--- config.mk ---
export PLATFORM = sky130hd
export DESIGN_NAME = rtc_block
export DESIGN_NICKNAME = d
export VERILOG_FILES = /design/src/hw/rtc_pkg.sv /design/src/hw/rtc_block.sv /design/src/hw/xtal_prescaler.sv /design/src/hw/calendar_counter.sv
export SDC_FILE = /design/constraint.sdc
export NUM_CORES = 1
export LEC_CHECK = 0
export BUFFER_PORTS_ARGS = -buffer_cell sky130_fd_sc_hd__buf_2
export CORE_MARGIN = 2
export CORE_UTILIZATION = 36
export CTS_BUF_LIST = sky130_fd_sc_hd__clkbuf_8 sky130_fd_sc_hd__clkbuf_16
export DETAILED_ROUTE_END_ITERATION = 12
export SLEW_MARGIN = 20
export SYNTH_ARGS = -nofsm -noshare
export SYNTH_HDL_FRONTEND = slang
export SYNTH_SLANG_ARGS = --single-unit
--- constraint.sdc ---
create_clock -name core_clk -period 3.5 [get_ports core_clk]
set_input_delay 0.525 -clock core_clk [delete_from_list [all_inputs] [get_ports core_clk]]
set_output_delay 0.525 -clock core_clk [all_outputs]
set_load 0.02 [all_outputs]
--- src/hw/rtc_pkg.sv ---
// Shared constants, register layout and calendar helpers for the clock block.
// Assumes a 100 MHz core clock and a slow crystal sampled as a plain pin.
package rtc_pkg;

	// ==========================================
	// Register byte offsets
	localparam logic [4:0] OFS_CONFIG     = 5'h00;
	localparam logic [4:0] OFS_TIME_WIN   = 5'h04;
	localparam logic [4:0] OFS_ALARM_CFG  = 5'h08;
	localparam logic [4:0] OFS_ALARM_WIN  = 5'h0c;
	localparam logic [4:0] OFS_PAD_CFG    = 5'h10;

	// ==========================================
	// Field positions
	localparam int BIT_RUN_ENABLE   = 15;
	localparam int BIT_WRITE_UNLOCK = 13;
	localparam int BIT_ROLLOVER     = 12;
	localparam int BIT_HALF_SECOND  = 11;
	localparam int BIT_PIN_OE       = 10;
	localparam int BIT_ALARM_ARM    = 15;
	localparam int BIT_REPEAT_WRAP  = 14;
	localparam int BIT_PIN_SOURCE   = 1;

	// ==========================================
	// Reset values and timing
	localparam logic [15:0] CONFIG_RESET  = 16'h0000;
	localparam logic [15:0] ALARM_RESET   = 16'h0000;
	localparam int          XTAL_PER_SEC  = 32768;
	localparam int          IMMINENT_EDGE = 32;
	localparam int          TRIM_STEP     = 4;
	localparam logic [3:0]  LAST_INTERVAL = 4'h9;

	// ==========================================
	// Calendar value, one BCD byte per field
	typedef struct packed {
		logic [7:0] year;
		logic [7:0] month;
		logic [7:0] day;
		logic [7:0] wday;
		logic [7:0] hour;
		logic [7:0] min;
		logic [7:0] sec;
	} cal_t;

	localparam cal_t CAL_RESET = '{year: 8'h00, month: 8'h01, day: 8'h01, wday: 8'h00,
		hour: 8'h00, min: 8'h00, sec: 8'h00};

	// Alarm configuration fields
	typedef struct packed {
		logic       arm;
		logic       wrap;
		logic [3:0] interval;
		logic [1:0] ptr;
		logic [7:0] repeat_count;
	} alarm_cfg_t;

	// ==========================================
	// Helpers
	function automatic logic [7:0] bcd_inc(input logic [7:0] v);
		if (v[3:0] == 4'h9)
			return {v[7:4] + 4'h1, 4'h0};
		return {v[7:4], v[3:0] + 4'h1};
	endfunction : bcd_inc

	// Window view of a pair, unused bits read zero
	function automatic logic [15:0] get_pair(input cal_t c, input logic [1:0] p);
		case (p)
			2'b00: return {1'b0, c.min[6:0], 1'b0, c.sec[6:0]};
			2'b01: return {5'h00, c.wday[2:0], 2'b00, c.hour[5:0]};
			2'b10: return {3'h0, c.month[4:0], 2'b00, c.day[5:0]};
			default: return {8'h00, c.year};
		endcase
	endfunction : get_pair

	function automatic cal_t put_pair(input cal_t c, input logic [1:0] p,
		input logic [15:0] d, input logic [1:0] be);
		cal_t r;
		r = c;
		case (p)
			2'b00:
			begin
				if (be[1]) r.min = {1'b0, d[14:8]};
				if (be[0]) r.sec = {1'b0, d[6:0]};
			end
			2'b01:
			begin
				if (be[1]) r.wday = {5'h00, d[10:8]};
				if (be[0]) r.hour = {2'b00, d[5:0]};
			end
			2'b10:
			begin
				if (be[1]) r.month = {3'h0, d[12:8]};
				if (be[0]) r.day = {2'b00, d[5:0]};
			end
			default:
			begin
				if (be[0]) r.year = d[7:0];
			end
		endcase
		return r;
	endfunction : put_pair

endpackage : rtc_pkg

--- src/hw/rtc_block.sv ---
// Real-time clock top: Avalon-MM register slave, pointer windows, alarm, pin.
// Assumes nrst is power-on reset and master_clear_n an unsynchronised pin.
`timescale 1ns/1ns
`default_nettype none
module rtc_block
	import rtc_pkg::*;
(
	// Clock and power-on reset
	input  wire logic        core_clk,
	input  wire logic        nrst,
	// Device pins
	input  wire logic        master_clear_n,
	input  wire logic        xtal_in,
	output logic             clock_pin,
	output logic             clock_pin_oe,
	output logic             alarm_event,
	// Avalon-MM slave
	input  wire logic [4:0]  address,
	input  wire logic        read,
	input  wire logic        write,
	input  wire logic [3:0]  byteenable,
	input  wire logic [31:0] writedata,
	output logic [31:0]      readdata,
	output logic             waitrequest
);
	import rtc_pkg::*;

	// ==========================================
	// State
	logic        clock_run_enable, next_run;
	logic        value_write_unlock, next_unlock;
	logic        clock_pin_output_enable, next_oe;
	logic [1:0]  time_window_pointer, next_tptr;
	logic [7:0]  trim, next_trim;
	alarm_cfg_t  alarm_config_register, next_acfg;
	cal_t        alarm_value, next_alarm_value;
	logic        pin_source_select, next_psel;
	logic        alarm_toggle, next_toggle;
	logic        next_alarm_event;
	logic        done, next_done;
	logic [31:0] next_rdata;
	logic [1:0]  master_clear_pin_sync;
	logic        tick_d, half_d;

	// ==========================================
	// Submodules
	cal_t        time_now;
	cal_t        time_load_value;
	logic        time_load;
	logic        sec_tick;
	logic        half_second_flag;
	logic        rollover_imminent_flag;
	logic        restart_half;

	xtal_prescaler u_prescaler (
		.core_clk     (core_clk),
		.nrst         (nrst),
		.xtal_in      (xtal_in),
		.run          (clock_run_enable),
		.restart      (restart_half),
		.minute_start (time_now.sec == 8'h00),
		.trim         (trim),
		.tick         (sec_tick),
		.half_flag    (half_second_flag),
		.near_roll    (rollover_imminent_flag)
	);

	calendar_counter u_calendar (
		.core_clk   (core_clk),
		.nrst       (nrst),
		.tick       (sec_tick),
		.load       (time_load),
		.load_value (time_load_value),
		.now        (time_now)
	);

	// ==========================================
	// Bus decode
	logic        req, commit, high_be, low_be;
	logic        hit_cfg, hit_time, hit_acfg, hit_awin, hit_pad;
	logic [15:0] wd;
	logic [15:0] config_view;
	logic        master_clear_pin_active;
	logic        alarm_fire, match;
	logic        eq_s, eq_m, eq_h, eq_w, eq_d, eq_mo;

	assign req = read | write;
	assign waitrequest = req & ~done;
	assign commit = req & done;
	assign high_be = byteenable[1];
	assign low_be = byteenable[0];
	assign wd = writedata[15:0];
	assign hit_cfg = address[4:2] == OFS_CONFIG[4:2];
	assign hit_time = address[4:2] == OFS_TIME_WIN[4:2];
	assign hit_acfg = address[4:2] == OFS_ALARM_CFG[4:2];
	assign hit_awin = address[4:2] == OFS_ALARM_WIN[4:2];
	assign hit_pad = address[4:2] == OFS_PAD_CFG[4:2];
	assign master_clear_pin_active = ~master_clear_pin_sync[1];

	always_comb
	begin
		config_view = 16'h0000;
		config_view[BIT_RUN_ENABLE] = clock_run_enable;
		config_view[BIT_WRITE_UNLOCK] = value_write_unlock;
		config_view[BIT_ROLLOVER] = rollover_imminent_flag;
		config_view[BIT_HALF_SECOND] = half_second_flag;
		config_view[BIT_PIN_OE] = clock_pin_output_enable;
		config_view[9:8] = time_window_pointer;
		config_view[7:0] = trim;
	end

	// ==========================================
	// Alarm compare
	always_comb
	begin
		eq_s = time_now.sec == alarm_value.sec;
		eq_m = time_now.min == alarm_value.min;
		eq_h = time_now.hour == alarm_value.hour;
		eq_w = time_now.wday == alarm_value.wday;
		eq_d = time_now.day == alarm_value.day;
		eq_mo = time_now.month == alarm_value.month;
		case (alarm_config_register.interval)
			4'h1: match = 1'b1;
			4'h2: match = time_now.sec[3:0] == alarm_value.sec[3:0];
			4'h3: match = eq_s;
			4'h4: match = eq_s & (time_now.min[3:0] == alarm_value.min[3:0]);
			4'h5: match = eq_s & eq_m;
			4'h6: match = eq_s & eq_m & eq_h;
			4'h7: match = eq_s & eq_m & eq_h & eq_w;
			4'h8: match = eq_s & eq_m & eq_h & eq_d;
			LAST_INTERVAL: match = eq_s & eq_m & eq_h & eq_d & eq_mo;
			default: match = 1'b0;
		endcase
		if (alarm_config_register.interval == 4'h0)
			alarm_fire = tick_d | (half_second_flag & ~half_d);
		else
			alarm_fire = tick_d & match;
		alarm_fire = alarm_fire & alarm_config_register.arm;
	end

	// ==========================================
	// Next-state of registers
	always_comb
	begin
		next_done = req & ~done;
		next_rdata = readdata;
		next_run = clock_run_enable;
		next_unlock = value_write_unlock;
		next_oe = clock_pin_output_enable;
		next_tptr = time_window_pointer;
		next_trim = trim;
		next_acfg = alarm_config_register;
		next_alarm_value = alarm_value;
		next_psel = pin_source_select;
		next_toggle = alarm_toggle;
		next_alarm_event = alarm_fire;
		time_load = 1'b0;
		time_load_value = put_pair(time_now, time_window_pointer, wd, byteenable[1:0]);
		restart_half = 1'b0;

		// Hardware alarm events first, software writes override
		if (alarm_fire)
		begin
			next_toggle = ~alarm_toggle;
			if (alarm_config_register.repeat_count != 8'h00 || alarm_config_register.wrap)
				next_acfg.repeat_count = alarm_config_register.repeat_count - 8'h01;
			else
				next_acfg.arm = 1'b0;
		end

		if (req && !done)
		begin
			next_rdata = 32'h00000000;
			if (hit_cfg)
				next_rdata[15:0] = config_view;
			else if (hit_time)
				next_rdata[15:0] = get_pair(time_now, time_window_pointer);
			else if (hit_acfg)
				next_rdata[15:0] = alarm_config_register;
			else if (hit_awin)
				next_rdata[15:0] = get_pair(alarm_value, alarm_config_register.ptr);
			else if (hit_pad)
				next_rdata[BIT_PIN_SOURCE] = pin_source_select;
		end

		if (commit && write && hit_cfg)
		begin
			if (high_be)
			begin
				if (value_write_unlock)
					next_run = wd[BIT_RUN_ENABLE];
				next_unlock = wd[BIT_WRITE_UNLOCK];
				next_oe = wd[BIT_PIN_OE];
				next_tptr = wd[9:8];
			end
			if (low_be)
				next_trim = wd[7:0];
		end

		if (commit && hit_time && (read || high_be) && time_window_pointer != 2'b00)
			next_tptr = time_window_pointer - 2'b01;

		if (commit && write && hit_time && value_write_unlock && (high_be || low_be))
		begin
			time_load = 1'b1;
			if (time_window_pointer == 2'b00 && low_be)
				restart_half = 1'b1;
		end

		if (commit && write && hit_acfg)
		begin
			if (high_be)
			begin
				next_acfg.arm = wd[BIT_ALARM_ARM];
				next_acfg.wrap = wd[BIT_REPEAT_WRAP];
				next_acfg.interval = wd[13:10];
				next_acfg.ptr = wd[9:8];
			end
			if (low_be)
				next_acfg.repeat_count = wd[7:0];
		end

		if (commit && write && hit_awin)
			next_alarm_value = put_pair(alarm_value, alarm_config_register.ptr, wd, byteenable[1:0]);

		if (commit && hit_awin && (read || high_be) && alarm_config_register.ptr != 2'b00)
			next_acfg.ptr = alarm_config_register.ptr - 2'b01;

		if (commit && write && hit_pad && low_be)
			next_psel = wd[BIT_PIN_SOURCE];
	end

	// ==========================================
	// Power-on only state
	always_ff @(posedge core_clk or negedge nrst)
	begin
		if (!nrst)
		begin
			clock_run_enable <= CONFIG_RESET[BIT_RUN_ENABLE];
			value_write_unlock <= CONFIG_RESET[BIT_WRITE_UNLOCK];
			clock_pin_output_enable <= CONFIG_RESET[BIT_PIN_OE];
			time_window_pointer <= CONFIG_RESET[9:8];
			trim <= CONFIG_RESET[7:0];
			master_clear_pin_sync <= 2'b11;
			done <= 1'b0;
			readdata <= 32'h00000000;
			tick_d <= 1'b0;
			half_d <= 1'b0;
		end
		else
		begin
			clock_run_enable <= next_run;
			value_write_unlock <= next_unlock;
			clock_pin_output_enable <= next_oe;
			time_window_pointer <= next_tptr;
			trim <= next_trim;
			master_clear_pin_sync <= {master_clear_pin_sync[0], master_clear_n};
			done <= next_done;
			readdata <= next_rdata;
			tick_d <= sec_tick;
			half_d <= half_second_flag;
		end
	end

	// ==========================================
	// State also cleared by master clear
	always_ff @(posedge core_clk or negedge nrst)
	begin
		if (!nrst)
		begin
			alarm_config_register <= ALARM_RESET;
			alarm_value <= CAL_RESET;
			pin_source_select <= 1'b0;
			alarm_toggle <= 1'b0;
			alarm_event <= 1'b0;
		end
		else if (master_clear_pin_active)
		begin
			alarm_config_register <= ALARM_RESET;
			alarm_value <= CAL_RESET;
			pin_source_select <= 1'b0;
			alarm_toggle <= 1'b0;
			alarm_event <= 1'b0;
		end
		else
		begin
			alarm_config_register <= next_acfg;
			alarm_value <= next_alarm_value;
			pin_source_select <= next_psel;
			alarm_toggle <= next_toggle;
			alarm_event <= next_alarm_event;
		end
	end

	// ==========================================
	// Clock pin
	always_ff @(posedge core_clk or negedge nrst)
	begin
		if (!nrst)
		begin
			clock_pin <= 1'b0;
			clock_pin_oe <= 1'b0;
		end
		else
		begin
			clock_pin <= next_oe & (pin_source_select ? half_second_flag : alarm_toggle);
			clock_pin_oe <= next_oe;
		end
	end
endmodule : rtc_block
`default_nettype wire

--- src/hw/xtal_prescaler.sv ---
// Crystal edge counter giving the seconds tick, half-second and rollover flags.
// Assumes the crystal is far slower than core_clk and arrives unsynchronised.
`timescale 1ns/1ns
`default_nettype none
module xtal_prescaler
	import rtc_pkg::*;
#(
	parameter int PER_SEC = XTAL_PER_SEC
)(
	// Clock and reset
	input  wire logic       core_clk,
	input  wire logic       nrst,
	// Crystal pin and control
	input  wire logic       xtal_in,
	input  wire logic       run,
	input  wire logic       restart,
	input  wire logic       minute_start,
	input  wire logic [7:0] trim,
	// Status
	output logic            tick,
	output logic            half_flag,
	output logic            near_roll
);
	import rtc_pkg::*;

	logic [2:0]  sync, next_sync;
	logic [17:0] count, next_count;
	logic        next_tick;
	logic [17:0] adj;
	logic [17:0] limit;
	logic        edge_seen;

	always_comb
	begin
		next_sync = {sync[1:0], xtal_in};
		edge_seen = sync[1] & ~sync[2];
		adj = minute_start ? {{8{trim[7]}}, trim, 2'b00} : 18'h00000;
		limit = 18'(PER_SEC) - adj;
		next_count = count;
		next_tick = 1'b0;
		if (restart)
			next_count = 18'h00000;
		else if (run && edge_seen)
		begin
			if (count + 18'h00001 >= limit)
			begin
				next_count = 18'h00000;
				next_tick = 1'b1;
			end
			else
				next_count = count + 18'h00001;
		end
	end

	always_ff @(posedge core_clk or negedge nrst)
	begin
		if (!nrst)
		begin
			sync <= 3'b000;
			count <= 18'h00000;
			tick <= 1'b0;
		end
		else
		begin
			sync <= next_sync;
			count <= next_count;
			tick <= next_tick;
		end
	end

	assign half_flag = count >= 18'(PER_SEC / 2);
	assign near_roll = run && (count + 18'(IMMINENT_EDGE) >= limit);
endmodule : xtal_prescaler
`default_nettype wire

--- src/hw/calendar_counter.sv ---
// BCD time and calendar counter with software load.
// Assumes tick is a one-cycle pulse per second; load wins over tick.
`timescale 1ns/1ns
`default_nettype none
module calendar_counter
	import rtc_pkg::*;
(
	// Clock and reset
	input  wire logic         core_clk,
	input  wire logic         nrst,
	// Control
	input  wire logic         tick,
	input  wire logic         load,
	input  wire rtc_pkg::cal_t load_value,
	// Current value
	output rtc_pkg::cal_t     now
);
	import rtc_pkg::*;

	cal_t       next_now;
	logic [7:0] dim;
	logic       leap;
	logic       s_max, m_max, h_max, d_max, mo_max;

	always_comb
	begin
		leap = now.year[4] ? (now.year[3:0] == 4'h2 || now.year[3:0] == 4'h6)
			: (now.year[3:0] == 4'h0 || now.year[3:0] == 4'h4 || now.year[3:0] == 4'h8);
		case (now.month)
			8'h02: dim = leap ? 8'h29 : 8'h28;
			8'h04, 8'h06, 8'h09, 8'h11: dim = 8'h30;
			default: dim = 8'h31;
		endcase
		s_max = now.sec == 8'h59;
		m_max = now.min == 8'h59;
		h_max = now.hour == 8'h23;
		d_max = now.day == dim;
		mo_max = now.month == 8'h12;
		next_now = now;
		if (load)
			next_now = load_value;
		else if (tick)
		begin
			next_now.sec = s_max ? 8'h00 : bcd_inc(now.sec);
			if (s_max)
				next_now.min = m_max ? 8'h00 : bcd_inc(now.min);
			if (s_max && m_max)
				next_now.hour = h_max ? 8'h00 : bcd_inc(now.hour);
			if (s_max && m_max && h_max)
			begin
				next_now.wday = (now.wday == 8'h06) ? 8'h00 : bcd_inc(now.wday);
				next_now.day = d_max ? 8'h01 : bcd_inc(now.day);
				if (d_max)
					next_now.month = mo_max ? 8'h01 : bcd_inc(now.month);
				if (d_max && mo_max)
					next_now.year = (now.year == 8'h99) ? 8'h00 : bcd_inc(now.year);
			end
		end
	end

	always_ff @(posedge core_clk or negedge nrst)
	begin
		if (!nrst)
			now <= CAL_RESET;
		else
			now <= next_now;
	end
endmodule : calendar_counter
`default_nettype wire

==> flow_summary.yaml <==
synth:
  yosysUniqueCellTypes: 89
  synth-main-ff-cell: "dfrtp_1"
  synth_edf_count: 0
  ys_seq_area_frac: 0.374
  synthTopCellsByArea: "dfrtp_1, ha_1, nand2_1"
  synth_warnings: 0
  synth-seq-cells: 174
  avgSynthCellArea_um2: 8.78
  synthArstFlopShare: 1.00
  syn_inst: 1329
  synth_top_area_frac: 0.360
  netlist_area_um2: 11700
  synth_top_area_cell: "dfrtp_1"
layout:
  fillCellCount: 3126
  most-common-layout-cells: "dfrtp_1, nand2_1, o21ai_0"
  area_growth_pct: 11.7
  final_nets: 1473
  layout.cells.non_filler: 1779
  drive_above_1_share: 0.132
  final_core_util: 0.411
  mostFrequentLayoutCell: "dfrtp_1"
timing:
  setup_viol: 0
  fmaxAchievable_ghz: 0.306
  worst_pin_slew_ns: 1.08
  finalHoldViolCount: 0
  relSlewSlack: 0.276
  setup_slack_ns: 0.229
  maxSlewViolCount: 0
  period_share: 0.935
  period_needed_ns: 3.27
  clock_skew_ns: 0.0113
worst_setup_path:
  worstPathArrival_ns: 3.61
  required_ns: 3.83
  crit_fanout: 13
  start_kind: "register"
  cp-end-kind: "register"
  r2r_slack_ns: 0.23
  path_class: "register to register"
cts:
  hold_buffers: 0
  clock_sinks: 174
  cts_made_buffers: 17
  clk_path_buf_depth: 2
  clockRootBuffer: "clkbuf_16"
  clkSlewWorstSetupHoldPaths_ns: 0.07
  insertion_delay_ns: 0.45
  cts_max_level: 4
  cts_tree: "done"
route:
  drt_wl_total_um: 36200
  drt_first_pass_iters: 6
  vias: 10400
  vias_per_cell: 5.86
  detail_route.drc_violations: 0
  postRouteAntennaNets: 0
  drt-initial-drc-count: 880
  wl_per_cell_um: 20.4
placed_design:
  dp.cells: 1744
  dp.final_hpwl_um: 27000
  port_buffers: 46
  place.gp.congestion: 0.876
  dp_slack_ns: 0.140
floorplanning:
  row_count: 65
  die_w_um: 184
  die_y_um: 184
  core_area_um2: 31700
  io_pins: 83
  start_util: 0.368
  dieArea_um2: 33900
global_route:
  antenna_found_initial: 2
  gr-total-overflow: 0
  grt_start_max_net_pins: 68
  track_usage: 0.217
  grt_pass1_vias: 9979
  grt_pass1_wl_um: 56500
hold_path:
  hold_class: "input port to asynchronous set/reset pin"
pwr:
  finalPower_mw: 5.25
  power.density_nw_per_um2: 403
  vdd_ir_drop_max_mv: 0.371
  p_leak_nw: 5.70
run_status:
  outcome: "complete, no violations"
flow_run:
  maxCapViolations: 0
## critical path, cell delays in order (launching register included)
cell and delay (ns):
dfrtp_1 0.40, nor4_2 0.29, and3_4 0.26, nand2_1 0.08
ha_1 0.27, o21ai_0 0.18, nor2_1 0.08, ha_1 0.29
nand3_1 0.09, o21bai_1 0.16, a21oi_1 0.18, o31ai_2 0.10
a21oi_2 0.26, nor3_2 0.07, buf_4 0.19, mux2_2 0.27
## registers in the layout (all words and copies together), names as in the netlist, 2 cells and up
| name | flops |
|---|---|
| time_window_pointer | 2 |
| u_prescaler.sync | 3 |
| alarm_config_register | 16 |
| alarm_value | 42 |
| master_clear_pin_sync | 2 |
| readdata | 16 |
| u_prescaler.count | 18 |
| u_calendar.now | 56 |
| trim | 8 |
## final cells by class
class / instances / area (um^2) / share of cell area
inverter: 51 / 191 / 0.0147
clock buffer: 18 / 439 / 0.0337
antenna: 1 / 2.50 / 0.000192
sequential: 174 / 4360 / 0.335
clock inverter: 14 / 158 / 0.0121
multi-input combinational: 1026 / 6770 / 0.520
tap: 402 / 503 / 0.0386
timing repair buffer: 93 / 602 / 0.0462
## kinds of logic (layout without fill, tap and decap cells)
logic type / count (synthesis) / in the layout / share of synthesized area
adder cells (fa/ha/maj): 63 / 63 / 0.0676
buffers and inverters: 144 / 176 / 0.0543
flip-flops: 174 / 174 / 0.374
XOR/XNOR: 62 / 62 / 0.0466
other: 1 / 17 / 0.000322
AO/OA/AOI/OAI: 388 / 388 / 0.223
multiplexers: 31 / 31 / 0.0338
AND/OR/NAND/NOR: 466 / 466 / 0.200
## final timing paths
kind | start | end | depth (start not counted)
worst max-delay path | u_calendar.now[0] | u_prescaler.count[0] | 15
max in group asynchronous | nrst | u_calendar.now[40] | 2
worst max register to register | u_calendar.now[0] | u_prescaler.count[0] | 15
worst min register to register | u_prescaler.sync[0] | u_prescaler.sync[1] | 0
min in group core_clk | master_clear_n | master_clear_pin_sync[0] | 1
worst min-delay path | nrst | u_prescaler.count[3] | 1
## metrics by stage
step / cell area [um^2] / hold WS [ns] / setup TNS (ns)
5_1_grt: 13000 / 0.104 / -0.00206
6_report: 13000 / 0.0680 / 0
2_1_floorplan: 11700 / 0.229 / 0
3_3_place_gp: 12400 / 0.345 / 0
4_1_cts: 13000 / 0.0950 / 0
3_5_place_dp: 12400 / 0.339 / 0
## cell usage after synthesis (all sizes together), types with 7 or more instances
| library cell | instances |
|---|---|
| o21a | 8 |
| mux2 | 17 |
| a31oi | 14 |
| or2 | 7 |
| nand4 | 22 |
| o21ai | 124 |
| nand2 | 164 |
| a22o | 31 |
| nor2 | 88 |
| buf | 38 |
| xnor2 | 31 |
| mux2i | 9 |
| o31ai | 13 |
| and3 | 8 |
| o22ai | 12 |
| nor4 | 13 |
| nand3b | 10 |
| or4 | 12 |
| ha | 63 |
| nor2b | 11 |
| o211ai | 14 |
| or3 | 21 |
| xor2 | 31 |
| clkbuf | 55 |
| inv | 51 |
| nand3 | 52 |
| a21oi | 68 |
| nor3 | 21 |
| dfrtp | 168 |
| a21o | 16 |
| a222oi | 18 |
| a22oi | 8 |
## where the power goes
part	switching, mW	total [mW]	internal (mW)
registers	0.146	2.28	2.13
logic	0.628	0.973	0.345
clock network	0.912	2.00	1.09
## routing by layer
layer  part of all wire  GRT usage
met1               0.45      0.301
met2               0.45      0.336
met3              0.076     0.0529
met4              0.021     0.0598
met5            0.00036          0
## what timing repair did
action,CTS,global route
hold endpoints to repair,0,0
endpoints found under the setup margin,0,15
setup buffers,0,2
resized for setup,0,7
Power figures use the tool's default switching activity.
